`src/wdt_pkg.sv`:
```
// Constants shared by the crystal watchdog and its unlock logic
package wdt_pkg;
  localparam int ADDR_W = 8;
  localparam int DATA_W = 8;
  localparam int CNT_W = 27;

  // Register addresses
  localparam logic [7:0] CLOCK_CONTROL_ADDR = 8'h8e;
  localparam logic [7:0] UNLOCK_ADDR = 8'hc7;
  localparam logic [7:0] WATCHDOG_CONTROL_ADDR = 8'hd8;
  localparam logic [7:0] EXTENDED_IRQ_ENABLE_ADDR = 8'he8;
  localparam logic [7:0] IRQ_STATUS_ADDR = 8'hf0;
  localparam logic [7:0] IRQ_MASK_ADDR = 8'hf1;

  // Unlock sequence
  localparam logic [7:0] UNLOCK_FIRST = 8'haa;
  localparam logic [7:0] UNLOCK_SECOND = 8'h55;
  localparam logic [1:0] WINDOW_CYCLES = 2'h3;

  // Field positions
  localparam int PERIOD_SELECT_HI_BIT = 7;
  localparam int PERIOD_SELECT_LO_BIT = 6;
  localparam int POR_FLAG_BIT = 6;
  localparam int EARLY_WARNING_FLAG_BIT = 3;
  localparam int TIMEOUT_RESET_FLAG_BIT = 2;
  localparam int TIMEOUT_RESET_ENABLE_BIT = 1;
  localparam int COUNTER_RESTART_BIT = 0;
  localparam int EARLY_WARNING_IRQ_ENABLE_BIT = 4;
  localparam int IRQ_EARLY_BIT = 0;
  localparam int IRQ_TIMEOUT_BIT = 1;

  // Reset values
  localparam logic [7:0] CLOCK_CONTROL_RESET = 8'h00;
  localparam logic [7:0] EXTENDED_IRQ_ENABLE_RESET = 8'h00;
  localparam logic [1:0] IRQ_MASK_RESET = 2'h0;
  localparam logic POR_FLAG_RESET = 1'b1;

  // Interrupt count exponents and the gap to full expiry
  localparam int EXP_SEL0 = 17;
  localparam int EXP_SEL1 = 20;
  localparam int EXP_SEL2 = 23;
  localparam int EXP_SEL3 = 26;
  localparam logic [CNT_W-1:0] POST_COUNT = 27'h000_0200;
endpackage

```
`src/timed_access_unlock.sv`:
```
// Two-write unlock sequence that opens a short window for protected writes
`timescale 1ns/100ps
module timed_access_unlock
(
  input wire logic i_mclk,
  input wire logic i_rst_n,
  input wire logic i_wr,
  input wire logic [wdt_pkg::ADDR_W-1:0] i_addr,
  input wire logic [wdt_pkg::DATA_W-1:0] i_wdata,
  output logic o_open
);
  import wdt_pkg::*;

  typedef enum logic [0:0] {IDLE, GOT_FIRST} unlock_state_t;

  unlock_state_t state;
  unlock_state_t next_state;
  logic [1:0] left;
  logic [1:0] next_left;

  wire logic hit_unlock = i_wr && (i_addr == UNLOCK_ADDR);
  wire logic first_seen = hit_unlock && (i_wdata == UNLOCK_FIRST);
  wire logic unlock = (state == GOT_FIRST) && hit_unlock && (i_wdata == UNLOCK_SECOND);

  // Any other write, except a repeat of the first value, breaks the sequence; reads do not
  always_comb
  begin
    next_state = state;
    case (state)
      IDLE:
        if (first_seen)
          next_state = GOT_FIRST;
      GOT_FIRST:
        if (i_wr)
          next_state = first_seen ? GOT_FIRST : IDLE;
      default:
        next_state = IDLE;
    endcase
  end

  assign next_left = unlock ? WINDOW_CYCLES : (left != 2'h0 ? left - 2'h1 : 2'h0);

  always_ff @(posedge i_mclk or negedge i_rst_n)
  begin
    if (!i_rst_n)
    begin
      state <= IDLE;
      left <= 2'h0;
    end
    else
    begin
      state <= next_state;
      left <= next_left;
    end
  end

  assign o_open = (left != 2'h0);

  win_open_a: assert property (@(posedge i_mclk) disable iff (!i_rst_n) unlock |=> o_open [*3])
    else $error("window did not stay open three cycles");
  win_close_a: assert property (@(posedge i_mclk) disable iff (!i_rst_n) (left == 2'h1 && !unlock) |=> !o_open)
    else $error("window stayed open too long");
  win_cause_a: assert property (@(posedge i_mclk) disable iff (!i_rst_n) $rose(o_open) |-> $past(unlock))
    else $error("window opened without unlock sequence");
  unlock_seen_c: cover property (@(posedge i_mclk) disable iff (!i_rst_n) unlock);
endmodule

```
`src/crystal_watchdog_timer.sv`:
```
// Crystal-clocked watchdog with early warning, expiry reset and register port
`timescale 1ns/100ps
module crystal_watchdog_timer
#(
  parameter int P_EXP_SEL0 = wdt_pkg::EXP_SEL0,
  parameter int P_EXP_SEL1 = wdt_pkg::EXP_SEL1,
  parameter int P_EXP_SEL2 = wdt_pkg::EXP_SEL2,
  parameter int P_EXP_SEL3 = wdt_pkg::EXP_SEL3
)
(
  input wire logic i_mclk,
  input wire logic i_resetn,
  input wire logic [wdt_pkg::ADDR_W-1:0] i_addr,
  input wire logic [wdt_pkg::DATA_W-1:0] i_wdata,
  input wire logic i_wr,
  input wire logic i_rd,
  output logic [wdt_pkg::DATA_W-1:0] o_rdata,
  output logic o_cpu_reset,
  output logic o_early_warning_irq,
  output logic o_wake,
  output logic o_irq
);
  import wdt_pkg::*;

  logic rst_meta;
  logic rst_n;

  logic [CNT_W-1:0] count;
  logic [CNT_W-1:0] next_count;
  logic [7:0] clock_control;
  logic [7:0] extended_irq_enable;
  logic por_flag;
  logic early_warning_flag;
  logic timeout_reset_flag;
  logic timeout_reset_enable;
  logic [1:0] irq_status;
  logic [1:0] irq_mask;
  logic cpu_reset;
  logic [DATA_W-1:0] rdata;
  logic [DATA_W-1:0] next_rdata;
  logic window_open;

  // Interrupt count minus one for a given exponent
  function automatic logic [CNT_W-1:0] int_point_of(input int exp_bits);
    logic [CNT_W:0] full;
    full = (CNT_W+1)'(1) << exp_bits;
    return CNT_W'(full - (CNT_W+1)'(1));
  endfunction

  // Release reset through two flops; assertion stays asynchronous
  always_ff @(posedge i_mclk or negedge i_resetn)
  begin
    if (!i_resetn)
    begin
      rst_meta <= 1'b0;
      rst_n <= 1'b0;
    end
    else
    begin
      rst_meta <= 1'b1;
      rst_n <= rst_meta;
    end
  end

  timed_access_unlock unlock_inst
  (
    .i_mclk(i_mclk),
    .i_rst_n(rst_n),
    .i_wr(i_wr),
    .i_addr(i_addr),
    .i_wdata(i_wdata),
    .o_open(window_open)
  );

  // Address decode
  wire logic wr_clock_control = i_wr && (i_addr == CLOCK_CONTROL_ADDR);
  wire logic wr_watchdog_control = i_wr && (i_addr == WATCHDOG_CONTROL_ADDR);
  wire logic wr_extended_irq_enable = i_wr && (i_addr == EXTENDED_IRQ_ENABLE_ADDR);
  wire logic wr_irq_mask = i_wr && (i_addr == IRQ_MASK_ADDR);
  wire logic rd_irq_status = i_rd && (i_addr == IRQ_STATUS_ADDR);
  wire logic wr_protected = wr_watchdog_control && window_open;

  // Period select
  wire logic [1:0] period_select = {clock_control[PERIOD_SELECT_HI_BIT], clock_control[PERIOD_SELECT_LO_BIT]};
  wire logic [CNT_W-1:0] int_point =
    (period_select == 2'h0) ? int_point_of(P_EXP_SEL0) :
    (period_select == 2'h1) ? int_point_of(P_EXP_SEL1) :
    (period_select == 2'h2) ? int_point_of(P_EXP_SEL2) :
    int_point_of(P_EXP_SEL3);
  wire logic [CNT_W-1:0] reset_point = int_point + POST_COUNT;

  // Restart needs the unlock window; a locked write of 1 is dropped
  wire logic counter_restart = wr_protected && i_wdata[COUNTER_RESTART_BIT];
  wire logic early_event = (count == int_point) && !counter_restart;
  wire logic timeout_event = (count == reset_point) && !counter_restart;

  // Changing the period mid-count can leave the count past the new end;
  // it then wraps the full width first, which is why software restarts first.
  assign next_count = counter_restart ? '0 :
    (count == reset_point) ? '0 : count + CNT_W'(1);

  always_ff @(posedge i_mclk or negedge rst_n)
  begin
    if (!rst_n)
      count <= '0;
    else
      count <= next_count;
  end

  // Control registers
  always_ff @(posedge i_mclk or negedge rst_n)
  begin
    if (!rst_n)
    begin
      clock_control <= CLOCK_CONTROL_RESET;
      extended_irq_enable <= EXTENDED_IRQ_ENABLE_RESET;
      irq_mask <= IRQ_MASK_RESET;
    end
    else
    begin
      if (wr_clock_control)
        clock_control <= i_wdata;
      if (wr_extended_irq_enable)
        extended_irq_enable <= i_wdata;
      if (wr_irq_mask)
        irq_mask <= i_wdata[1:0];
    end
  end

  // Flags: a set in the same cycle as a clear wins
  wire logic next_early_warning_flag = early_event ||
    (wr_protected ? i_wdata[EARLY_WARNING_FLAG_BIT] : early_warning_flag);
  wire logic next_timeout_reset_flag = timeout_event ||
    (wr_watchdog_control ? i_wdata[TIMEOUT_RESET_FLAG_BIT] : timeout_reset_flag);

  always_ff @(posedge i_mclk or negedge rst_n)
  begin
    if (!rst_n)
    begin
      por_flag <= POR_FLAG_RESET;
      early_warning_flag <= 1'b0;
      timeout_reset_flag <= 1'b0;
      timeout_reset_enable <= 1'b0;
    end
    else
    begin
      early_warning_flag <= next_early_warning_flag;
      timeout_reset_flag <= next_timeout_reset_flag;
      if (wr_protected)
      begin
        por_flag <= i_wdata[POR_FLAG_BIT];
        timeout_reset_enable <= i_wdata[TIMEOUT_RESET_ENABLE_BIT];
      end
    end
  end

  // Processor reset pulse on full expiry
  always_ff @(posedge i_mclk or negedge rst_n)
  begin
    if (!rst_n)
      cpu_reset <= 1'b0;
    else
      cpu_reset <= timeout_event && timeout_reset_enable;
  end

  // Sticky interrupt status, cleared by reading it; new events win
  wire logic [1:0] irq_events = {timeout_event, early_event};
  wire logic [1:0] next_irq_status = irq_events | (rd_irq_status ? 2'h0 : irq_status);

  always_ff @(posedge i_mclk or negedge rst_n)
  begin
    if (!rst_n)
      irq_status <= 2'h0;
    else
      irq_status <= next_irq_status;
  end

  // Read mux; restart always reads as zero, unmapped reads zero
  wire logic [7:0] watchdog_control_view = {1'b0, por_flag, 2'b00, early_warning_flag,
    timeout_reset_flag, timeout_reset_enable, 1'b0};
  wire logic [7:0] read_mux =
    (i_addr == CLOCK_CONTROL_ADDR) ? clock_control :
    (i_addr == WATCHDOG_CONTROL_ADDR) ? watchdog_control_view :
    (i_addr == EXTENDED_IRQ_ENABLE_ADDR) ? extended_irq_enable :
    (i_addr == IRQ_STATUS_ADDR) ? {6'b00_0000, irq_status} :
    (i_addr == IRQ_MASK_ADDR) ? {6'b00_0000, irq_mask} :
    8'h00;
  assign next_rdata = i_rd ? read_mux : 8'h00;

  always_ff @(posedge i_mclk or negedge rst_n)
  begin
    if (!rst_n)
      rdata <= 8'h00;
    else
      rdata <= next_rdata;
  end

  assign o_rdata = rdata;
  assign o_cpu_reset = cpu_reset;
  assign o_early_warning_irq = early_warning_flag && extended_irq_enable[EARLY_WARNING_IRQ_ENABLE_BIT];
  // Wake needs no running CPU clock, only the enabled request
  assign o_wake = o_early_warning_irq;
  assign o_irq = |(irq_status & irq_mask);

  // Checks
  early_set_a: assert property (@(posedge i_mclk) disable iff (!rst_n) early_event |=> early_warning_flag)
    else $error("early warning flag not set at interrupt count");
  early_point_a: assert property (@(posedge i_mclk) disable iff (!rst_n)
    ($rose(early_warning_flag) && !$past(wr_protected)) |-> $past(count) == $past(int_point))
    else $error("early warning flag set at wrong count");
  gap_512_a: assert property (@(posedge i_mclk) disable iff (!rst_n)
    timeout_event |-> $past(early_event, 512))
    else $error("expiry not 512 clocks after early warning");
  expiry_flag_a: assert property (@(posedge i_mclk) disable iff (!rst_n)
    timeout_event |=> timeout_reset_flag && count == '0)
    else $error("timeout flag not set on expiry");
  reset_on_a: assert property (@(posedge i_mclk) disable iff (!rst_n)
    (timeout_event && timeout_reset_enable) |=> o_cpu_reset)
    else $error("enabled expiry gave no processor reset");
  reset_off_a: assert property (@(posedge i_mclk) disable iff (!rst_n)
    o_cpu_reset |-> $past(timeout_reset_enable) && $past(timeout_event))
    else $error("processor reset without enabled expiry");
  restart_count_a: assert property (@(posedge i_mclk) disable iff (!rst_n)
    counter_restart |=> count == '0 ##1 (count == CNT_W'(1) || $past(counter_restart)))
    else $error("restart did not begin a new interval");
  locked_write_a: assert property (@(posedge i_mclk) disable iff (!rst_n)
    (wr_watchdog_control && !window_open) |=> $stable(timeout_reset_enable) && $stable(por_flag))
    else $error("protected bit changed outside window");
  flag_hold_a: assert property (@(posedge i_mclk) disable iff (!rst_n)
    (early_warning_flag && !wr_protected) |=> early_warning_flag)
    else $error("early warning flag cleared itself");
  irq_gate_a: assert property (@(posedge i_mclk) disable iff (!rst_n)
    o_early_warning_irq |-> early_warning_flag && extended_irq_enable[EARLY_WARNING_IRQ_ENABLE_BIT])
    else $error("early warning request without enable");

  early_c: cover property (@(posedge i_mclk) disable iff (!rst_n) early_event);
  expiry_c: cover property (@(posedge i_mclk) disable iff (!rst_n) timeout_event);
  cpu_reset_c: cover property (@(posedge i_mclk) disable iff (!rst_n) o_cpu_reset);
  restart_c: cover property (@(posedge i_mclk) disable iff (!rst_n) counter_restart);
endmodule

```
`config.mk`:
```
export PLATFORM = sky130hd
export DESIGN_NAME = crystal_watchdog_timer
export DESIGN_NICKNAME = d
export VERILOG_FILES = /design/src/wdt_pkg.sv /design/src/timed_access_unlock.sv /design/src/crystal_watchdog_timer.sv
export SDC_FILE = /design/constraint.sdc
export NUM_CORES = 1
export LEC_CHECK = 0
export BUFFER_PORTS_ARGS = -buffer_cell sky130_fd_sc_hd__buf_2
export CAP_MARGIN = 20
export CORE_ASPECT_RATIO = 1.1
export CORE_MARGIN = 8
export CORE_UTILIZATION = 30
export DETAILED_ROUTE_END_ITERATION = 8
export GPL_TIMING_DRIVEN = 1
export PLACE_DENSITY = 0.57
export SETUP_SLACK_MARGIN = 0.2
export SYNTH_ARGS = -nofsm -noshare
export SYNTH_HDL_FRONTEND = slang
export SYNTH_SLANG_ARGS = --single-unit
export TNS_END_PERCENT = 30
```
`constraint.sdc`:
```
create_clock -name i_mclk -period 6 [get_ports i_mclk]
set_input_delay 0.3 -clock i_mclk [delete_from_list [all_inputs] [get_ports i_mclk]]
set_output_delay 0.3 -clock i_mclk [all_outputs]
set_load 0.05 [all_outputs]
```
== Yosys cells after proc, flatten, opt, wreduce, memory -nomap -nowiden ==
Index checks and enable logic that the tools add are counted.
W data, S select, Z words.
Storage, ports and cells
  flip-flop bits (word level): 65
  input port bits: 20
  output and inout port bits: 12
Cells by class
  add/subtract/negate cells: 3
  equality and inequality tests: 12
  muxes and demuxes: 19
  bitwise logic cells: 3
  reduce and logical (&&, ||, !) cells: 21
Operator list (count)
  $mux W26: 3
  $eq A8 B8 Y1 const B: 7
  $mux W27: 2
  $mux W8: 4
  $add A26 B10 Y27 const B: 1
  $add A27 B1 Y27 const B: 1
  $eq A27 B26 Y1: 1
  $eq A27 B27 Y1: 1
  $logic_and A1 B1 Y1: 15
  $mux W2: 5
  $eq A8 B7 Y1 const B: 1
  $mux W1: 4
  $and A2 B2 Y2: 1
  $eq A2 B1 Y1 const B: 1
  $eq A2 B2 Y1 const B: 1
  $logic_not A2 Y1: 1
  $logic_or A1 B1 Y1: 2
  $or A2 B2 Y2: 1
  $pmux W1 S2: 1
  $reduce_bool A2 Y1: 1
  $reduce_or A2 Y1: 1
  $sub A2 B1 Y2 const B: 1
  $logic_not A1 Y1: 1
  $not A1 Y1: 1

== Logic depth before layout (Yosys ltp) ==
Gate-level depths: netlist of run 1.
  depth after elaboration: 8
  depth in mapped cells: 7
  gate-level depth less buffers: 6

== Cells and area by module ==
Synthesis of run 1 repeated with hierarchy kept, for this count alone.
Unflattened totals
  cells, all modules: 305
  area total of the unflattened synthesis: 3234.4 sq um
By module, submodules not included
  crystal_watchdog_timer: instances 1, cells each 286, area an instance 3046.7 sq um, seq. area each 1552.7 sq um
  timed_access_unlock: instances 1, cells each 19, area an instance 187.7 sq um, seq. area each 75.1 sq um

== Worst setup path after synthesis of run 1 ==
Ideal clock, no wire load.
  kind: input port to flip-flop
  start: input i_addr[1] (netlist bit)
  end: register irq_status[0]
  data arrival time: 1638 ps
  required time: 5872 ps
  setup slack: 4235 ps
  stages on the path: 5
  path buffers: 0
  cells stage by stage: or2_1 > or4_1 > or3b_1 > nand2_1 > o21ai_0
Between the ends
  longest elaborated chain between the ends: 7
  elaborated cells on any way between the ends: 10
  those cells by class: eq/ne: 2; mux: 1; bitwise: 1; reduce/logical: 6
Ends and longest elaborated chain
  start, declared: RTL line crystal_watchdog_timer.sv:13  | input wire logic [wdt_pkg::ADDR_W-1:0] i_addr,
  $eq A8 B8 Y1: RTL line crystal_watchdog_timer.sv:77  | wire logic wr_watchdog_control = i_wr && (i_addr == WATCHDOG_CONTROL_ADDR);
  $logic_and A1 B1 Y1: RTL line crystal_watchdog_timer.sv:77
  $logic_and A1 B1 Y1: RTL line crystal_watchdog_timer.sv:81  | wire logic wr_protected = wr_watchdog_control && window_open;
  $logic_and A1 B1 Y1: RTL line crystal_watchdog_timer.sv:93  | wire logic counter_restart = wr_protected && i_wdata[COUNTER_RESTART_BIT];
  $logic_not A1 Y1: RTL line crystal_watchdog_timer.sv:94  | wire logic early_event = (count == int_point) && !counter_restart;
  $logic_and A1 B1 Y1: RTL line crystal_watchdog_timer.sv:94
  $or A2 B2 Y2 (*): RTL line crystal_watchdog_timer.sv:168  | wire logic [1:0] next_irq_status = irq_events | (rd_irq_status ? 2'h0 : irq_status);
  net next_irq_status[0]: RTL line crystal_watchdog_timer.sv:168
  end signal, assigned: RTL line crystal_watchdog_timer.sv:175  | irq_status <= next_irq_status;
  end, declared: RTL line crystal_watchdog_timer.sv:36  | logic [1:0] irq_status;
The timed path passes the listed nets; every way through them passes the cells marked *.
A chain may end at the register's enable or synchronous reset.

== Final worst setup path of run 1 ==
  start: input i_addr[1] (netlist bit)
  end: register count[17]
Between the ends
  longest elaborated chain between the ends: 5
Ends and longest elaborated chain
  $eq A8 B8 Y1: RTL line crystal_watchdog_timer.sv:77
  $logic_and A1 B1 Y1: RTL line crystal_watchdog_timer.sv:77
  $logic_and A1 B1 Y1: RTL line crystal_watchdog_timer.sv:81
  $logic_and A1 B1 Y1: RTL line crystal_watchdog_timer.sv:93
  $mux W27: RTL line crystal_watchdog_timer.sv:99  | assign next_count = counter_restart ? '0 :
  net next_count[17]: RTL line crystal_watchdog_timer.sv:29  | logic [CNT_W-1:0] next_count;
  end signal, assigned: RTL line crystal_watchdog_timer.sv:107  | count <= next_count;
  end, declared: RTL line crystal_watchdog_timer.sv:28  | logic [CNT_W-1:0] count;
The timed path passes the listed nets, and every way through them passes these cells.

==> summary.md, run 1 <==
| Metric | Value |
|---|---|
| Outcome | complete, no violations |
| Clk slew on worst S/H paths | approximately 0.06 ns |
| Post-CTS Resized | 0 |
| YS warnings | 0 |
| Synth area leaders | dfrtp_1, mux2_2, nor2_1 |
| Crit path arrival time | 2.73 ns |
| WL/cell | 15.0 µm |
| P_sw | about 0.27 mW |
| Achievable Freq | between 300 and 400 MHz |
| Ys flop type | dfrtp_1 |
| Commonest non-fill, non-tap cell in the layout | dfrtp_1 |
| PwrDens | approximately 290 nW/µm² |
| Post-route ant nets | 0 |
| Post-DR vias/cell | 4.96 |
| Max cap viols | 0 |
| Die ar. | 14500 µm² |
| RSZ-0062 raised after global routing | false |
| Fin util | 36.2% |
| Hold Crit Class | in2reg |
| Ys async rst share | 100% |
| Synthesized netlist cell count | roughly 310 |
| CTS tree | done |
| Postcts setup bufs | 0 |
| DRT Pass-1 Iters | 4 |
| Syn Std Cell Area | 3270 µm² |
| Hold EP | clock_control[4] |
| Number of flops mapped to enable cells by yosys | 0 |
| Critical path class | in2reg |
| Initial core utilization | 30.4% |
| Worst reg-to-reg path cell count | 5 |
| CTS Root Cell | clkbuf_16 |
| Max_slew headroom | 42.1% |
| # port buffers | 31 |
| Area grow syn2layout | 19.2% |
| Clk_skew | around 0.007 ns |
| Worst hold stages | 2 |
| Fill cells | 1067 |
| Leakage power | 1.74 nW |
| Number of global-route vias before repair | about 2500 |
| Yosys reg bits | 65 |
| Pin count of the biggest net entering global routing | 64 |
| Max-slew violations | 0 |
| Largest fanout on the critical path | 22 |
| CP required | 6.20 ns |
| Most frequent cells in the layout | dfrtp_1, nor2_1, buf_2 |
| GRT Total Usage | between 10% and 20% |
| Tmin final | 2.53 ns |
| Reg power frac | 44.1% |
| # setup viols final | 0 |
| Clock latency on the worst-skew pair | about 0.33 ns |
| Total CTS buffers | 9 |
| Crit Reg-Reg Startpoint | count[4] |
| VDD IR max | 0.135 mV |
| Row count | 40 |
| Grt total ovfl | 0 |
| Tcrit/Tclk final | a little over two fifths |
| CP Launch Type | input port |
| Layout cell share with drive strength beyond 1 | between 20% and 30% |
| DP HPWL | 5270 µm |
| Initial antenna violation count | 0 |
| Yosys top cell by area | dfrtp_1 |
| Die X | between 100 and 150 µm |
| First-pass GRT wire length | 12600 µm |
| Seq/Total Area, Yosys | between 40% and 50% |
| Nets | approximately 370 |
| Synthesized Nets | 334 |
| Hold Fails Final Rpt | 0 |
| Overall power | 1.13 mW |
| P_int | 0.859 mW |
| ANT cells | 0 |
| H-tree depth | 3 |
| Hold_buf cts | 1 |
| Net Sw Frac | 23.9% |
| Setup TNS Final | 0 ns |
| Clock power share | between 40% and 50% |
| Core ar. | 10800 µm² |
| Comb power frac | 6.1% |
| Share of the synthesized area in the top cell type | 49.0% |
| Die extent in y | 126 µm |
| Reg2reg setup slack | 4.00 ns |
| # DRC | 0 |
| Cell variety after synth | 60 |
| Routed WL | 7480 µm |
| Crit path capture type | flip-flop |
| Via count | 2482 |
| Synth Area per Inst | approximately 10 µm² |
| Min-delay src | i_wdata[4] |
| Gpl congestion | 0.813 |
| Worst-Margin Slew | 0.861 ns |
| Detailed Route Iter0 Violations | 167 |
| Sink Count | 65 |
| Worst R2R End | count[25] |
| # IOs | 32 |
| Clock Path Buffers | 2 |
critical path, stage by stage:
cell    delay (ns)
buf_2         0.10
or2_1         0.29
nor4_2        0.77
and3_1        0.81
a31o_2        0.36
nor2_1        0.09
power by group through the flow:
stage | registers [mW] | clock network [mW] | logic [mW]
after floorplan | 0.502 | 0 | 0.0418
after global placement | 0.504 | 0 | 0.0669
after detailed placement | 0.506 | 0 | 0.0689
after CTS | 0.498 | 0.572 | 0.0702
after global routing | 0.505 | 0.598 | 0.0780
final | 0.498 | 0.562 | 0.0686
sequential cells by signal, indices dropped and copies added (netlist names):
| name | count |
|---|---|
| o_cpu_reset | 1 |
| rst_meta | 1 |
| clock_control | 8 |
| irq_status | 2 |
| unlock_inst.state | 1 |
| timeout_reset_enable | 1 |
| rst_n | 1 |
| unlock_inst.left | 2 |
| timeout_reset_flag | 1 |
| extended_irq_enable | 8 |
| early_warning_flag | 1 |
| count | 27 |
| por_flag | 1 |
| irq_mask | 2 |
| o_rdata | 8 |
worst max path at each step:
stage | from | cells after the start | end | slack [ns]
finish | i_addr[1] | 6 | count[17] | 3.47
global route | i_addr[1] | 6 | count[7] | 3.30
CTS | i_addr[1] | 6 | count[17] | 3.50
detailed placement | i_addr[1] | 6 | count[17] | 3.16
global placement | i_addr[1] | 6 | count[7] | 3.21
floorplan | rst_n | 0 | clock_control[0] | 4.06
through the flow:
| stage | worst slack [ns] | instances | hold WS [ns] | cell area [µm²] |
|---|---|---|---|---|
| 6_report | 3.47 | 500 | 0.264 | 3900 |
| 3_5_place_dp | 3.16 | 482 | 0.0893 | 3560 |
| 4_1_cts | 3.50 | 499 | 0.258 | 3890 |
| 3_3_place_gp | 3.21 | 482 | 0.0874 | 3560 |
| 2_1_floorplan | 4.06 | 313 | 0.00441 | 3270 |
| 5_1_grt | 3.30 | 500 | 0.268 | 3900 |
cells in the mapped netlist, drive strengths merged, types with 2 or more instances:
library cell and number:
nor2b 3, or4b 2, or4 2, xor2 10, or3b 2, nor4 11, nor3 6, o21ai 15
nand2b 3, buf 5, a21oi 6, nor4bb 2, nand2 25, dfrtp 64, a22oi 4, a221oi 3
mux2 19, inv 8, nor4b 2, nor2 41, a211oi 2, or3 5, clkbuf 5, mux2i 4
nand3 15, a31oi 3, and4 2, and3 4, xnor2 12, nand4 10
layout make-up:
| type | count | area (µm²) | area share, % |
|---|---|---|---|
| tap | 147 | 184 | 4.72 |
| multi-input combinational | 230 | 1560 | 39.9 |
| timing repair buffer | 34 | 178 | 4.56 |
| clock inverter | 6 | 92.6 | 2.37 |
| inverter | 8 | 30.0 | 0.770 |
| clock buffer | 10 | 229 | 5.87 |
| sequential | 65 | 1630 | 41.8 |
logic make-up after synthesis:
kind of cell	after synthesis	share of synthesized area [%]
AOI/OAI and AO/OA	44	8.65
and+or+nand+nor	139	24.8
xor gates and xnor gates	22	5.89
other	1	0.115
muxes	23	7.77
DFF	65	49.8
buffers and inverters	18	2.60
adders and majority gates	1	0.382
layer usage:
metal	vias up	track usage, %	wire (µm)
met3	8	3.56	461
met2	47	17.0	3480
met5	-	0	0
met1	1232	13.7	3430
met4	0	4.26	108
li1	1195	-	-
Power figures use the tool's default switching activity.
==> inputs of run 2 (changes only) <==
Clock period 6 ns to 2.45 ns, I/O delays scaled along.
==> summary.md, run 2 (synthesis results as in run 1) <==
| Metric | Value |
|---|---|
| Outcome | complete, no violations |
| P_sw | about 0.63 mW |
| P_int | around 2 mW |
| Clk slew on worst S/H paths | 0.06 ns |
| Number of global-route vias before repair | 2517 |
| # IOs | 32 |
| CP Launch Type | flip-flop |
| Pre-CTS setup slack | 0.463 ns |
| Tmin final | 1.98 ns |
| Pin count of the biggest net entering global routing | 29 |
| VDD IR max | slightly above 0.3 mV |
| Comb power frac | under 10% |
| Layout cell share with drive strength beyond 1 | about a quarter |
| Largest fanout on the critical path | 6 |
| PwrDens | 669 nW/µm² |
| Reg2reg setup slack | 0.47 ns |
| Grt total ovfl | 0 |
| Crit-path cells | nand4_2 > or4b_1 > nor4_4 > xnor2_1 > nor2_1 |
| Initial antenna violation count | 0 |
| CP required | 2.65 ns |
| Die ar. | around 15000 µm² |
| # DRC | 0 |
| Hold Fails Final Rpt | 0 |
| Worst reg-to-reg path cell count | 5 |
| CP bufs+invs | 0 |
| DP HPWL | 5360 µm |
| Clock latency on the worst-skew pair | 0.32 ns |
| Row count | 40 |
| Max_slew headroom | 57.7% |
| Number of cells on the critical path | 5 |
| Cell family with most CP delay | simple AND/OR/NAND/NOR gates |
| Worst-Margin Slew | around 0.63 ns |
| Final worst slack | 0.474 ns |
| Detailed Route Iter0 Violations | 193 |
| Die X | 116 µm |
| Worst hold stages | 2 |
| Clk_skew | 0.00752 ns |
| Area grow syn2layout | 20.1% |
| # setup viols final | 0 |
| RSZ-0062 raised after global routing | false |
| First-pass GRT wire length | between 10000 and 15000 µm |
| Core ar. | 10800 µm² |
| CTS tree | done |
| Clock power share | 47.2% |
| Reg power frac | 46.7% |
| Critical path's slowest cell | or4b_1 |
| Leakage power | 1.77 nW |
| DRT Pass-1 Iters | 4 |
| CTS Root Cell | clkbuf_16 |
| Routed WL | 7500 µm |
| Via count | 2468 |
| Critical path class | reg2reg |
| Setup TNS Final | 0 ns |
| Tcrit/Tclk final | 80.6% |
| Max cap viols | 0 |
| Most frequent cells in the layout | dfrtp_1, nor2_1, buf_2 |
| Largest register FFs | 27 |
| CP peak stage delay | slightly below 0.8 ns |
| ANT cells | 0 |
| Most flop-heavy register | count |
| Clock Path Buffers | 2 |
| Postcts setup bufs | 0 |
| Crit path arrival time | 2.18 ns |
| H-tree depth | 3 |
| Gpl congestion | 0.783 |
| Crit path capture type | flip-flop |
| Nets | 375 |
| WL/cell | 14.8 µm |
| # port buffers | 31 |
| GRT Total Usage | 11.0% |
| Post-DR vias/cell | roughly 4.9 |
| Commonest non-fill, non-tap cell in the layout | dfrtp_1 |
| Initial core utilization | between 30% and 40% |
| Post-route ant nets | 0 |
| Sink Count | 65 |
| Total CTS buffers | 9 |
| Die extent in y | about 130 µm |
| Net Sw Frac | 23.9% |
| Post-CTS Resized | 0 |
| Achievable Freq | about 510 MHz |
| Max-slew violations | 0 |
| Hold Crit Class | in2reg |
==> run 2: cell types whose count changed in the layout (fill, tap and decap cells not counted) <==
cell        before  now
buf_12           0    1
buf_2           32   31
buf_4            1    7
bufinv_16        2    1
clkbuf_1         1    2
clkinv_2         0    2
clkinv_4         2    1
clkinvlp_4       2    1
==> run 2: worst paths after layout <==
| kind | from | to |
|---|---|---|
| max in group asynchronous | rst_n | por_flag |
| worst max-delay path | count[4] | count[23] |
| worst max register to register | count[4] | count[23] |
| worst min-delay path | i_wdata[4] | extended_irq_enable[4] |
| worst min register to register | rst_n | unlock_inst.left[0] |
| min in group asynchronous | i_resetn | rst_n |
==> run 2: cell type report <==
type / instances / area, µm²
clock inverter: 5 / 56.3
tap: 147 / 184
timing repair buffer: 40 / 238
fill: 1065 / 6830
clock buffer: 11 / 233
sequential: 65 / 1630
inverter: 8 / 30.0
multi-input combinational: 230 / 1560
==> run 2: what timing repair did <==
| action | 4_1_cts | 5_1_grt |
|---|---|---|
| hold buffers | 1 | 0 |
| endpoints found under the hold margin | 2 | 0 |
| setup endpoints to repair | 0 | 0 |
==> run 2: layer usage <==
| metal | GRT usage [%] | share of wire, % | up-vias |
|---|---|---|---|
| met3 | 3.23 | 5.5 | 8 |
| met5 | 0 | 0 | - |
| li1 | - | - | 1212 |
| met2 | 17.5 | 47 | 41 |
| met1 | 13.3 | 45 | 1207 |
| met4 | 5.19 | 1.7 | 0 |
==> run 2: power by group through the flow <==
stage	sequential (mW)	combinational [mW]	clock, mW
after CTS	1.23	0.165	1.27
after global placement	1.24	0.158	0
after global routing	1.24	0.186	1.32
final	1.23	0.162	1.24
after floorplan	1.23	0.102	0
after detailed placement	1.25	0.161	0
==> run 2: per-stage QoR <==
step / instance area [µm²] / hold WS (ns) / power (mW) / cells / util, %
after floorplan: 3270 / -0.173 / 1.33 / 313 / -
after global placement: 3630 / -0.0918 / 1.40 / 489 / 33.7
after detailed placement: 3630 / -0.0878 / 1.41 / 489 / 33.7
after CTS: 3930 / 0.0784 / 2.66 / 506 / 36.5
after global routing: 3930 / 0.0992 / 2.74 / 506 / 36.5
final: 3930 / 0.0938 / 2.63 / 506 / 36.5
==> inputs of run 3 (changes only) <==
Settings changed: PLACE_DENSITY 0.57 to 0.59.
Clock period 2.45 ns to 1.7 ns, I/O delays scaled along.
==> summary.md, run 3 (synthesis results as in run 1) <==
| Metric | Value |
|---|---|
| Nets | 439 |
| Sink Count | 65 |
| Setup TNS Final | -0.910 ns |
| Multi-input gate area | 1780 µm² |
| Cell family with most CP delay | simple AND/OR/NAND/NOR gates |
| Hold Crit Class | in2reg |
| Met3 Use GR | 3.85% |
| CTS tree | done |
| Worst hold stages | 2 |
| Leakage power | 2.17 nW |
| Hold Fails Final Rpt | 0 |
| Clk_skew | 0.00817 ns |
| Row count | 40 |
| Post-DR vias/cell | 4.88 |
| Crit path arrival time | slightly above 2 ns |
| Fill cells | 991 |
| Crit path capture type | flip-flop |
| Max-slew violations | 0 |
| GRT Max-Usage Layer | met2 |
| Hold EP | clock_control[2] |
| CTS Root Cell | clkbuf_16 |
| Min-delay src | i_wdata[2] |
| Die X | roughly 120 µm |
| Clk slew on worst S/H paths | ~0.06 ns |
| Max cap viols | 0 |
| Layout cell share with drive strength beyond 1 | 44.4% |
| PwrDens | 940 nW/µm² |
| # setup viols final | 15 |
| Via count | 2783 |
| Failing checks | setup timing |
| CP Launch Type | flip-flop |
| CP required | 1.92 ns |
| Critical path class | reg2reg |
| # port buffers | 31 |
| Achievable Freq | 554 MHz |
| Register area | 1630 µm² |
| Number of global-route vias before repair | 2891 |
| Gpl congestion | 0.812 |
| Met1 usage | 14.5% |
| Pin count of the biggest net entering global routing | 64 |
| CP bufs+invs | 2 |
| Fin util | 43.7% |
| Clock Path Buffers | 2 |
| First-pass GRT wire length | 14400 µm |
| DRT Pass-1 Iters | 4 |
| Overall power | 4.42 mW |
| Most frequent cells in the layout | buf_4, dfrtp_1, nor2_1 |
| DP HPWL | slightly below 6000 µm |
| Tcrit/Tclk final | 106% |
| Largest fanout on the critical path | 5 |
| Tmin final | around 1.8 ns |
| Largest register FFs | 27 |
| Most used cell, CP | buf_4 |
| Core ar. | 10800 µm² |
| Grt total ovfl | 0 |
| CP peak stage delay | 0.38 ns |
| Worst R2R End | count[9] |
| Critical path's slowest cell | dfrtp_1 |
| # IOs | 32 |
| Clock latency on the worst-skew pair | 0.34 ns |
| Reg2reg setup slack | -0.10 ns |
| Total CTS buffers | 9 |
| ANT cells | 0 |
| H-tree depth | 3 |
| Die extent in y | 126 µm |
| Commonest non-fill, non-tap cell in the layout | buf_4 |
| Hold Slack | 0.0499 ns |
| Detailed Route Iter0 Violations | 137 |
| Outcome | finished, violations left |
| Routed WL | a little under 9000 µm |
| Area grow syn2layout | 43.7% |
| Crit Reg-Reg Startpoint | count[0] |
| Number of cells on the critical path | 7 |
| Crit-path cells | ha_2 > nand4_1 > buf_4 > nor4_4 > buf_4 > a31o_4 > nor2_1 |
| Die ar. | between 10000 and 15000 µm² |
| Post-route ant nets | 0 |
| Met2 usage | 20.9% |
| Most flop-heavy register | count |
| RSZ-0062 raised after global routing | true |
| VDD IR max | 0.484 mV |
| Initial antenna violation count | 0 |
| GRT Total Usage | 12.4% |
| WL/cell | 15.6 µm |
| Final worst slack | -0.105 ns |
| Initial core utilization | 30.4% |
| # DRC | 0 |
| Worst reg-to-reg path cell count | 7 |
-- run 3: changes by cell type in the layout (fill, tap and decap cells not counted), moves of 4 or more --
cell | before | now
nor2_2 | 1 | 7
buf_6 | 0 | 4
nor2_1 | 40 | 33
nand3_1 | 15 | 11
nor4_1 | 6 | 1
nor4_4 | 3 | 7
buf_4 | 7 | 66
-- run 3: worst max-delay path by stage --
stage | from | end
after floorplan | count[0] | count[22]
after global placement | clock_control[6] | count[20]
after detailed placement | clock_control[6] | count[26]
after CTS | count[25] | count[26]
after global routing | count[14] | count[23]
final | count[0] | count[9]
-- run 3: final cells by class --
type | instances | share of cell area (%)
multi-input combinational | 231 | 37.9
tap | 147 | 3.91
inverter | 8 | 0.639
clock buffer | 9 | 4.79
sequential | 65 | 34.7
timing repair buffer | 103 | 15.4
clock inverter | 7 | 2.66
-- run 3: what timing repair did --
action / 4_1_cts / 5_1_grt
buffers inserted: 13 / 10
gates resized for setup: 27 / 26
setup endpoints to repair: 24 / 28
hold buffers: 1 / 0
pin swaps: 27 / 20
cloned: 1 / 0
endpoints found under the hold margin: 2 / 0
-- run 3: through the flow --
step / worst slack (ns) / cells / area (µm²)
finish: -0.105 / 570 / 4700
global route: -0.149 / 570 / 4700
CTS: -0.0781 / 560 / 4520
detailed placement: -0.149 / 529 / 3930
global placement: -0.121 / 529 / 3930
floorplan: -0.0585 / 313 / 3270
-- run 3: where the power goes --
group	switching [mW]	total [mW]	internal, mW
registers	0.0720	1.71	1.64
logic	0.252	0.519	0.268
clock network	0.740	2.19	1.45
-- run 3: per-layer routing --
| metal | vias to the layer above | routed length, µm |
|---|---|---|
| met1 | 1362 | 3740 |
| li1 | 1338 | - |
| met2 | 67 | 4430 |
| met3 | 16 | 546 |
| met4 | 0 | 193 |
| met5 | - | 0 |
-- run 3: worst reg2reg max path, cell delays in order (launching register included) --
cell,delay (ns)
dfrtp_1,0.38
ha_2,0.20
nand4_1,0.16
buf_4,0.20
nor4_4,0.28
buf_4,0.19
a31o_4,0.21
nor2_1,0.07
